$ cat config.mk
export PLATFORM = sky130hd
export DESIGN_NAME = pwmfl_top
export DESIGN_NICKNAME = d
export VERILOG_FILES = /design/src/verilog/pwmfl_ltb.v /design/src/verilog/pwmfl_sync2.v /design/src/verilog/pwmfl_top.v
export VERILOG_INCLUDE_DIRS = /design/src /design/src/verilog
export SDC_FILE = /design/constraint.sdc
export NUM_CORES = 1
export LEC_CHECK = 0
export BUFFER_PORTS_ARGS = -buffer_cell sky130_fd_sc_hd__buf_2
export CAP_MARGIN = 25
export CORE_UTILIZATION = 55
export CTS_BUF_LIST = sky130_fd_sc_hd__clkbuf_4 sky130_fd_sc_hd__clkbuf_8
export CTS_CLUSTER_DIAMETER = 200
export CTS_CLUSTER_SIZE = 12
export DETAILED_ROUTE_END_ITERATION = 16
export GPL_TIMING_DRIVEN = 0
export PLACE_DENSITY = 0.78
export SYNTH_ARGS = -nofsm -noshare
export SYNTH_HDL_FRONTEND = slang
export SYNTH_SLANG_ARGS = --single-unit
$ cat constraint.sdc
create_clock -name hclk -period 3.83 [get_ports hclk]
set_input_delay 0.1915 -clock hclk [delete_from_list [all_inputs] [get_ports hclk]]
set_output_delay 0.1915 -clock hclk [all_outputs]
set_load 0.01 [all_outputs]
$ cat src/verilog/pwmfl_defs.vh
// Register map, field positions and reset values of the channel override block
`ifndef PWMFL_DEFS_VH
`define PWMFL_DEFS_VH
`define PWMFL_ADDR_W 5
`define PWMFL_OFS_IOCTL 5'h00
`define PWMFL_OFS_TRIG 5'h04
`define PWMFL_OFS_FLCTL 5'h08
`define PWMFL_OFS_CHCTL 5'h0c
`define PWMFL_OFS_TBCTL 5'h10
`define PWMFL_OFS_PHASE 5'h14
`define PWMFL_OFS_SPHASE 5'h18
`define PWMFL_OFS_STATUS 5'h1c
`define PWMFL_IO_HIGH_SIDE_POLARITY 15
`define PWMFL_IO_POLL 14
`define PWMFL_IO_MODE_HI 11
`define PWMFL_IO_MODE_LO 10
`define PWMFL_IO_OVRENH 9
`define PWMFL_IO_OVRENL 8
`define PWMFL_IO_OVR_HI 7
`define PWMFL_IO_OVR_LO 6
`define PWMFL_IO_FLT_HI 5
`define PWMFL_IO_FLT_LO 4
`define PWMFL_IO_CL_HI 3
`define PWMFL_IO_CL_LO 2
`define PWMFL_IO_SWAP 1
`define PWMFL_IO_OVERRIDE_SYNC 0
`define PWMFL_MODE_INDEP 2'h3
`define PWMFL_FL_IFLT 15
`define PWMFL_FL_LIMIT_SOURCE_SELECT_HI 14
`define PWMFL_FL_LIMIT_SOURCE_SELECT_LO 10
`define PWMFL_FL_LIMIT_POLARITY 9
`define PWMFL_FL_LIMIT_MODE_ENABLE 8
`define PWMFL_FL_FSRC_HI 7
`define PWMFL_FL_FSRC_LO 3
`define PWMFL_FL_FPOL 2
`define PWMFL_FL_FMOD_HI 1
`define PWMFL_FL_FMOD_LO 0
`define PWMFL_FMOD_OFF 2'h3
`define PWMFL_CH_ITB 9
`define PWMFL_CH_LOCAL 3
`define PWMFL_TB_EN 15
`define PWMFL_IOCTL_RST 16'h0000
`define PWMFL_TRIG_RST 16'h0000
`define PWMFL_FLCTL_RST 16'h00f8
`define PWMFL_REG_RST 16'h0000
`define PWMFL_TRIG_MASK 16'hfff8
`endif

$ cat src/verilog/pwmfl_ltb.v
// Low-side time base: phase shift or independent local period
`default_nettype none
module pwmfl_ltb (
    input wire hclk,
    input wire hresetn,
    input wire ce,
    input wire [15:0] tb_count,
    input wire indep_mode,
    input wire indep_period,
    input wire [15:0] phase,
    output reg [15:0] low_count_r,
    output reg low_wrap_r
);
    always @(posedge hclk or negedge hresetn)
    begin
        if (!hresetn)
        begin
            low_count_r <= 16'h0000;
            low_wrap_r <= 1'b0;
        end
        else if (ce)
        begin
            low_wrap_r <= 1'b0;
            if (indep_mode && indep_period)
            begin
                // Own period for the low side [RULE_03]
                if (low_count_r >= phase)
                begin
                    low_count_r <= 16'h0000;
                    low_wrap_r <= 1'b1;
                end
                else
                    low_count_r <= low_count_r + 16'h0001;
            end
            else if (indep_mode)
                low_count_r <= tb_count + phase; // [RULE_01]
            else
                low_count_r <= tb_count; // Secondary phase unused here [RULE_02]
        end
    end
endmodule // pwmfl_ltb
`default_nettype wire

$ cat src/verilog/pwmfl_sync2.v
// Two-flop synchroniser for asynchronous pin inputs
`default_nettype none
module pwmfl_sync2 #(
    parameter W = 16
) (
    input wire hclk,
    input wire hresetn,
    input wire ce,
    input wire [W-1:0] d,
    output reg [W-1:0] q
);
    reg [W-1:0] meta_r;

    always @(posedge hclk or negedge hresetn)
    begin
        if (!hresetn)
        begin
            meta_r <= {W{1'b0}};
            q <= {W{1'b0}};
        end
        else if (ce)
        begin
            meta_r <= d;
            q <= meta_r;
        end
    end
endmodule // pwmfl_sync2
`default_nettype wire

$ cat src/verilog/pwmfl_top.v
// Channel output override, fault and current-limit control with AHB-Lite registers
`include "pwmfl_defs.vh"
`default_nettype none
// Notes on behaviour
// RULE_01: Independent mode, no own period: phase shifts low
// RULE_02: Other output modes ignore the secondary phase
// RULE_03: Independent mode with own period: phase is low period
// RULE_04: Software keeps local period within permitted range
// RULE_05: Normal mode limit drives limit state bits
// RULE_06: Limit states apply only with limit mode on
// RULE_07: Independent fault mode ignores limit state bits
// RULE_08: Swap exchanges high and low generator signals
// RULE_09: Override change on time base or next clock
// RULE_10: Software leaves I/O settings alone once enabled
// RULE_11: Override states are active levels, polarity applies
// RULE_12: Thirteen-bit trigger compare raises ADC trigger
// RULE_13: Independent mode: limit to high, fault to low
// RULE_14: Normal mode: each source drives both outputs
// RULE_15: Limit polarity bit selects active-low source
// RULE_16: Software changes polarities only while disabled
module pwmfl_top (
    input wire hclk,
    input wire hresetn,
    input wire ce,
    input wire hsel,
    input wire [31:0] haddr,
    input wire [1:0] htrans,
    input wire hwrite,
    input wire [2:0] hsize,
    input wire [31:0] hwdata,
    input wire hready,
    output reg [31:0] hrdata,
    output reg hreadyout,
    output reg hresp,
    input wire gen_high,
    input wire gen_low,
    input wire [15:0] tb_count,
    input wire tb_wrap,
    input wire [15:0] fault_pins,
    output reg high_side_output,
    output reg low_side_output,
    output reg adc_trigger,
    output wire [15:0] low_tb_count,
    output wire low_tb_wrap
);
    reg [15:0] io_override_control_r;
    reg [15:0] trigger_compare_value_r;
    reg [15:0] fault_limit_control_r;
    reg [15:0] channel_control_reg_r;
    reg [15:0] timebase_control_reg_r;
    reg [15:0] primary_phase_reg_r;
    reg [15:0] secondary_phase_reg_r;
    reg [3:0] ovr_act_r;
    reg wr_pend_r;
    reg rd_pend_r;
    reg [`PWMFL_ADDR_W-1:0] addr_r;
    reg limit_act_r;
    reg fault_act_r;
    reg [15:0] rd_mux;
    wire [15:0] pins_s;
    wire addr_take;
    wire [1:0] mode;
    wire indep_fault;
    wire [4:0] cl_src;
    wire [4:0] flt_src;
    wire limit_raw;
    wire fault_raw;
    wire limit_on;
    wire fault_on;
    wire global_pwm_enable;
    wire [3:0] ovr_req;
    wire sw_h;
    wire sw_l;
    reg act_h;
    reg act_l;

    // Reserved source codes above the pin count read as a low pin, active if the polarity bit is set
    function pick_src;
        input [15:0] pins;
        input [4:0] sel;
        begin
            if (sel[4])
                pick_src = 1'b0;
            else
                pick_src = pins[sel[3:0]];
        end
    endfunction

    function [15:0] wdata16;
        input [31:0] w;
        begin
            wdata16 = w[15:0];
        end
    endfunction

    pwmfl_sync2 #(
        .W(16)
    ) u_sync (
        .hclk(hclk),
        .hresetn(hresetn),
        .ce(ce),
        .d(fault_pins),
        .q(pins_s)
    );

    pwmfl_ltb u_ltb (
        .hclk(hclk),
        .hresetn(hresetn),
        .ce(ce),
        .tb_count(tb_count),
        .indep_mode(mode == `PWMFL_MODE_INDEP),
        .indep_period(channel_control_reg_r[`PWMFL_CH_ITB]),
        .phase(primary_phase_reg_r),
        .low_count_r(low_tb_count),
        .low_wrap_r(low_tb_wrap)
    );

    assign addr_take = hsel && htrans[1] && hready;
    assign mode = io_override_control_r[`PWMFL_IO_MODE_HI:`PWMFL_IO_MODE_LO];
    assign indep_fault = fault_limit_control_r[`PWMFL_FL_IFLT];
    assign cl_src = fault_limit_control_r[`PWMFL_FL_LIMIT_SOURCE_SELECT_HI:`PWMFL_FL_LIMIT_SOURCE_SELECT_LO];
    assign flt_src = fault_limit_control_r[`PWMFL_FL_FSRC_HI:`PWMFL_FL_FSRC_LO];
    assign global_pwm_enable = timebase_control_reg_r[`PWMFL_TB_EN];

    // Source polarity, limit gated by its mode bit
    assign limit_raw = pick_src(pins_s, cl_src) ^ fault_limit_control_r[`PWMFL_FL_LIMIT_POLARITY]; // [RULE_15]
    assign fault_raw = pick_src(pins_s, flt_src) ^ fault_limit_control_r[`PWMFL_FL_FPOL];
    assign limit_on = limit_raw && fault_limit_control_r[`PWMFL_FL_LIMIT_MODE_ENABLE]; // [RULE_06]
    assign fault_on = fault_raw &&
        (fault_limit_control_r[`PWMFL_FL_FMOD_HI:`PWMFL_FL_FMOD_LO] != `PWMFL_FMOD_OFF);

    // Override enables and states {enh, enl, sth, stl}
    assign ovr_req = {io_override_control_r[`PWMFL_IO_OVRENH], io_override_control_r[`PWMFL_IO_OVRENL],
        io_override_control_r[`PWMFL_IO_OVR_HI], io_override_control_r[`PWMFL_IO_OVR_LO]};

    assign sw_h = io_override_control_r[`PWMFL_IO_SWAP] ? gen_low : gen_high; // [RULE_08]
    assign sw_l = io_override_control_r[`PWMFL_IO_SWAP] ? gen_high : gen_low; // [RULE_08]

    // Active levels, highest priority first: fault, limit, override, generator
    always @*
    begin
        act_h = global_pwm_enable & sw_h;
        act_l = global_pwm_enable & sw_l;
        if (ovr_act_r[3])
            act_h = ovr_act_r[1];
        if (ovr_act_r[2])
            act_l = ovr_act_r[0];
        if (indep_fault)
        begin
            // Limit state bits play no part here [RULE_07]
            if (limit_on)
                act_h = io_override_control_r[`PWMFL_IO_FLT_HI]; // [RULE_13]
            if (fault_on)
                act_l = io_override_control_r[`PWMFL_IO_FLT_LO]; // [RULE_13]
        end
        else if (fault_on)
        begin
            act_h = io_override_control_r[`PWMFL_IO_FLT_HI]; // [RULE_14]
            act_l = io_override_control_r[`PWMFL_IO_FLT_LO]; // [RULE_14]
        end
        else if (limit_on)
        begin
            act_h = io_override_control_r[`PWMFL_IO_CL_HI]; // [RULE_05] [RULE_14]
            act_l = io_override_control_r[`PWMFL_IO_CL_LO]; // [RULE_05] [RULE_14]
        end
    end

    // Pins, override staging and trigger
    always @(posedge hclk or negedge hresetn)
    begin
        if (!hresetn)
        begin
            high_side_output <= 1'b0;
            low_side_output <= 1'b0;
            ovr_act_r <= 4'h0;
            adc_trigger <= 1'b0;
            limit_act_r <= 1'b0;
            fault_act_r <= 1'b0;
        end
        else if (ce)
        begin
            // Polarity set means the pin is low when active [RULE_11]
            high_side_output <= act_h ^ io_override_control_r[`PWMFL_IO_HIGH_SIDE_POLARITY];
            low_side_output <= act_l ^ io_override_control_r[`PWMFL_IO_POLL];
            // Time base alignment avoids runt pulses on override changes
            if (!io_override_control_r[`PWMFL_IO_OVERRIDE_SYNC] || tb_wrap)
                ovr_act_r <= ovr_req; // [RULE_09]
            // Compare on all 16 count bits against a value whose low three bits are always zero [RULE_12]
            adc_trigger <= channel_control_reg_r[`PWMFL_CH_LOCAL] && global_pwm_enable &&
                (tb_count == trigger_compare_value_r);
            limit_act_r <= limit_on;
            fault_act_r <= fault_on;
        end
    end

    // Register read view
    always @*
    begin
        rd_mux = 16'h0000;
        case (addr_r)
            `PWMFL_OFS_IOCTL:
                rd_mux = io_override_control_r;
            `PWMFL_OFS_TRIG:
                rd_mux = trigger_compare_value_r;
            `PWMFL_OFS_FLCTL:
                rd_mux = fault_limit_control_r;
            `PWMFL_OFS_CHCTL:
                rd_mux = channel_control_reg_r;
            `PWMFL_OFS_TBCTL:
                rd_mux = timebase_control_reg_r;
            `PWMFL_OFS_PHASE:
                rd_mux = primary_phase_reg_r;
            `PWMFL_OFS_SPHASE:
                rd_mux = secondary_phase_reg_r;
            `PWMFL_OFS_STATUS:
                rd_mux = {12'h000, fault_act_r, limit_act_r, high_side_output, low_side_output};
            default:
                rd_mux = 16'h0000;
        endcase
    end

    // AHB-Lite slave: writes zero wait, reads one wait so a prior write is seen
    always @(posedge hclk or negedge hresetn)
    begin
        if (!hresetn)
        begin
            hrdata <= 32'h00000000;
            hreadyout <= 1'b1;
            hresp <= 1'b0;
            wr_pend_r <= 1'b0;
            rd_pend_r <= 1'b0;
            addr_r <= {`PWMFL_ADDR_W{1'b0}};
            io_override_control_r <= `PWMFL_IOCTL_RST;
            trigger_compare_value_r <= `PWMFL_TRIG_RST;
            fault_limit_control_r <= `PWMFL_FLCTL_RST;
            channel_control_reg_r <= `PWMFL_REG_RST;
            timebase_control_reg_r <= `PWMFL_REG_RST;
            primary_phase_reg_r <= `PWMFL_REG_RST;
            secondary_phase_reg_r <= `PWMFL_REG_RST;
        end
        else if (ce)
        begin
            hresp <= 1'b0;
            if (wr_pend_r)
            begin
                wr_pend_r <= 1'b0;
                case (addr_r)
                    `PWMFL_OFS_IOCTL:
                        io_override_control_r <= wdata16(hwdata);
                    `PWMFL_OFS_TRIG:
                        trigger_compare_value_r <= wdata16(hwdata) & `PWMFL_TRIG_MASK; // [RULE_12]
                    `PWMFL_OFS_FLCTL:
                        fault_limit_control_r <= wdata16(hwdata);
                    `PWMFL_OFS_CHCTL:
                        channel_control_reg_r <= wdata16(hwdata);
                    `PWMFL_OFS_TBCTL:
                        timebase_control_reg_r <= wdata16(hwdata);
                    `PWMFL_OFS_PHASE:
                        primary_phase_reg_r <= wdata16(hwdata);
                    `PWMFL_OFS_SPHASE:
                        secondary_phase_reg_r <= wdata16(hwdata);
                    default:
                        wr_pend_r <= 1'b0;
                endcase
            end
            if (rd_pend_r)
            begin
                rd_pend_r <= 1'b0;
                hrdata <= {16'h0000, rd_mux};
                hreadyout <= 1'b1;
            end
            else if (addr_take)
            begin
                addr_r <= haddr[`PWMFL_ADDR_W-1:0] & {{(`PWMFL_ADDR_W-2){1'b1}}, 2'b00};
                if (haddr[31:`PWMFL_ADDR_W] != {(32-`PWMFL_ADDR_W){1'b0}})
                    addr_r <= {`PWMFL_ADDR_W{1'b1}};
                wr_pend_r <= hwrite;
                if (!hwrite)
                begin
                    rd_pend_r <= 1'b1;
                    hreadyout <= 1'b0;
                end
            end
        end
    end
endmodule // pwmfl_top
`default_nettype wire
==> flow_metrics.env <==
export IMPL_run_status="finished, final reports clean"
export IMPL_worst_path_max_delay_cell="sky130_fd_sc_hd__mux4_1"
export IMPL_die_width_um=138.1
export IMPL_clockBufferDepth=2
export IMPL_dp_hpwl_um=20060
export IMPL_synth_area_leader_cell="sky130_fd_sc_hd__dfrtp_1"
export IMPL_synth_yosys_warnings=0
export IMPL_postLayoutCellArea_sq_um=11830
export IMPL_final_critical_path_time_including_i_o_delays_and_setup_ns=3.208
export IMPL_timing_hold_worst_class="input pin to flip-flop"
export IMPL_slowest_stage_delay_on_critical_path_ns=0.59
export IMPL_ys_ff_latch=190
export IMPL_antenna_cells_inserted=0
export IMPL_post_route_period_util=0.8376
export IMPL_crit_chain="buf_6 > mux4_1 > a22o_1 > a31oi_1 > mux2i_1 > and2_1 > a2bb2oi_1 > and3_1 > o31ai_2"
export IMPL_globalRouteOverflowTotal=0
export IMPL_fmaxAchievable_mhz=311.7
export IMPL_timing_final_setup_violations=0
export IMPL_initial_core_util=0.5648
export IMPL_synth_cell_area_sq_um=10180
export IMPL_die_h_um=138.1
export IMPL_layout_common_cells="sky130_fd_sc_hd__dfrtp_1 (184), sky130_fd_sc_hd__mux2_2 (133), sky130_fd_sc_hd__buf_2 (128), sky130_fd_sc_hd__nand2_1 (59), sky130_fd_sc_hd__o21ai_0 (52)"
export IMPL_synth_top_cells_by_area="sky130_fd_sc_hd__dfrtp_1 (45%), sky130_fd_sc_hd__mux2_2 (15%), sky130_fd_sc_hd__ha_1 (3.9%), sky130_fd_sc_hd__a22oi_1 (2.9%), sky130_fd_sc_hd__o21ai_0 (2.6%)"
export IMPL_postCtsSetupBuffers=0
export IMPL_cts_tree="yes"
export IMPL_clock_latency_ns=0.48
export IMPL_grt_use_total=0.2891
export IMPL_grt_max_degree=104
export IMPL_finish_utilization=0.6565
export IMPL_cp_data_required_time_ns=4.23
export IMPL_grt_first_pass_wirelength_um=43380
export IMPL_portBuffers=124
export IMPL_synth_ff_type="sky130_fd_sc_hd__dfrtp_1"
export IMPL_final_common_cell="sky130_fd_sc_hd__dfrtp_1"
export IMPL_crit_type="flip-flop to flip-flop"
export IMPL_static_leakage_power_uw=0.005713
export IMPL_ios=164
export IMPL_post_route_drc_count=0
export IMPL_syn_instance_count=926
export IMPL_antenna_violations_before_repair=0
export IMPL_globalplace_congestion=0.8853
export IMPL_critPathArrivalTime_ns=3.61
export IMPL_number_of_gates_resized_after_cts=0
export IMPL_synth_seq_area_share=0.4677
export IMPL_vias_per_cell=5.983
export IMPL_relative_area_change_from_synthesis_to_final_layout_pct=16.22
export IMPL_yosys_area_top_type_share=0.4523
export IMPL_worst_pin_slew_ns=1.009
export IMPL_avgRoutedWirePerCell_um=19.82
export IMPL_hold_viol=0
export IMPL_synth_async_sr_flop_share=1.000
export IMPL_irDropWorstVdd_uv=261.0
export IMPL_synth_edff_count=0
export IMPL_cts_reportedPaths_clkPinSlew_ns=0.10
export IMPL_grt_setup_unrepaired="false"
export IMPL_root_buffer="sky130_fd_sc_hd__clkbuf_8"
export IMPL_num_rows=49
export IMPL_vias_in_the_first_global_route=8156
export IMPL_cts_sink_count=190
export IMPL_postRouteAntennaNets=0
export IMPL_max_cap_viol_count=0
export IMPL_drt_pre_antenna_iters=6
export IMPL_layout_drive_gt1_share=0.2941
export IMPL_placeableCoreArea_sq_um=18020
export IMPL_cp_end_kind="flip-flop"
export IMPL_startpoint_type="flip-flop"
export IMPL_final_net_count=1252
export IMPL_detailed_place_area_sq_um=11190
export IMPL_cts_hold_buffers_added=23
export IMPL_dr_first_iter_drc_count=654
export IMPL_route_final_wire_length_um=26780
export IMPL_post_synth_num_cell_types=66
export IMPL_path_max_fanout=8
export IMPL_aggregate_negative_setup_slack_ns=0
export IMPL_slew_violations=0
export IMPL_cts_buffers_inserted=17
export IMPL_ctsHtreeMaxLevel=4
export IMPL_postSynthAreaPerCell_sq_um=10.99
export IMPL_power_total_uw=4407
export IMPL_relSlewSlack=0.3222
export IMPL_die_area_sq_um=19060
export IMPL_finClkSkew_ns=0.01395
export IMPL_routed_via_count=8083
export IMPL_power_density_nw_per_um2=372.4
## logic make-up (layout without fill, tap and decap cells)
family,after synthesis,in the layout,share of synthesized area
AOI/OAI and AO/OA,236,236,0.1580
and+or+nand+nor,191,191,0.09414
DFF,190,190,0.4677
muxes,153,153,0.1712
buffers and inverters,96,276,0.04486
adders and majority gates,33,33,0.04129
xor gates and xnor gates,26,26,0.02237
other,1,17,0.0003683
## power by group
group	switching (uW)	internal (uW)	leakage (uW)	total (uW)
clock	777	622	0.000209	1400
combinational	384	347	0.00310	731
sequential	128	2150	0.00240	2280
total	1290	3120	0.00571	4410
## stage by stage
step / worst slack [ns] / cells / hold slack [ns]
3_3_place_gp: -0.5131 / 1295 / 0.4051
5_1_grt: 0.5066 / 1351 / 0.03094
4_1_cts: 0.6914 / 1351 / 0.001118
6_report: 0.6218 / 1351 / 0.01723
3_5_place_dp: 0.7708 / 1296 / 0.2976
2_1_floorplan: 1.223 / 942 / -0.1041
## layout make-up
type,count,area (sq um)
plain buffers,65,340.3
fillers,1403,6192
clock buffers,18,247.7
clock inverters,14,168.9
repair buffers,148,888.4
inverters,31,116.4
well taps,229,286.5
multi-input cells,656,5022
flip-flops and latches,190,4762
## final timing paths
kind	startpoint	to	slack (ns)	cells after the start
setup / recovery	fault_limit_control_r[3]	high_side_output	0.62	9
hold / removal	hwdata[10]	primary_phase_reg_r[10]	0.02	3
setup reg to reg	fault_limit_control_r[3]	high_side_output	0.62	9
hold reg to reg	hrdata[8]	hrdata[8]	0.48	1
max in group asynchronous	hresetn	fault_limit_control_r[4]	2.55	3
min in group asynchronous	hresetn	u_ltb.low_count_r[13]	0.31	2
## synth_stat cells (9+ instances only)
cell type	instances
sky130_fd_sc_hd__nand4_1	11
sky130_fd_sc_hd__a21oi_1	39
sky130_fd_sc_hd__nand3_1	14
sky130_fd_sc_hd__nor3_1	9
sky130_fd_sc_hd__nand2_1	59
sky130_fd_sc_hd__o21ai_0	52
sky130_fd_sc_hd__ha_1	32
sky130_fd_sc_hd__a22o_1	10
sky130_fd_sc_hd__mux2i_1	17
sky130_fd_sc_hd__nor2_1	33
sky130_fd_sc_hd__and3_1	16
sky130_fd_sc_hd__xor2_1	16
sky130_fd_sc_hd__xnor2_1	10
sky130_fd_sc_hd__nor4_1	11
sky130_fd_sc_hd__a21o_1	22
sky130_fd_sc_hd__dfrtp_1	184
sky130_fd_sc_hd__buf_4	18
sky130_fd_sc_hd__a22oi_1	39
sky130_fd_sc_hd__clkbuf_1	35
sky130_fd_sc_hd__mux2_2	133
sky130_fd_sc_hd__inv_1	31
sky130_fd_sc_hd__a222oi_1	11
sky130_fd_sc_hd__a31oi_1	15
## routing by layer
layer / share of wire / vias to the layer above / wire, um / global-route usage
li1: - / 3777 / - / -
met1: 0.43 / 3958 / 11450 / 0.3793
met2: 0.49 / 301 / 13000 / 0.4811
met3: 0.060 / 47 / 1595 / 0.04988
met4: 0.027 / 0 / 731 / 0.1076
met5: 0 / - / 0 / 0
## registers in the layout (all words and copies together) (netlist names), 4 cells and up
| name | cells |
|---|---|
| addr_r | 4 |
| channel_control_reg_r | 16 |
| fault_limit_control_r | 16 |
| hrdata | 16 |
| io_override_control_r | 16 |
| ovr_act_r | 4 |
| primary_phase_reg_r | 16 |
| secondary_phase_reg_r | 16 |
| timebase_control_reg_r | 16 |
| trigger_compare_value_r | 13 |
| u_ltb.low_count_r | 16 |
| u_sync.meta_r | 16 |
| u_sync.q | 16 |
## worst max-delay path: cells and delay by family, from the launching register on
| kind | cells | cell delay, ns |
|---|---|---|
| AO/OA/AOI/OAI | 4 | 0.85 |
| multiplexers | 2 | 1.15 |
| AND/OR/NAND/NOR | 2 | 0.43 |
| buffers and inverters | 1 | 0.14 |
| flip-flops | 1 | 0.54 |
Note: power is estimated with default switching activity, not from simulation.
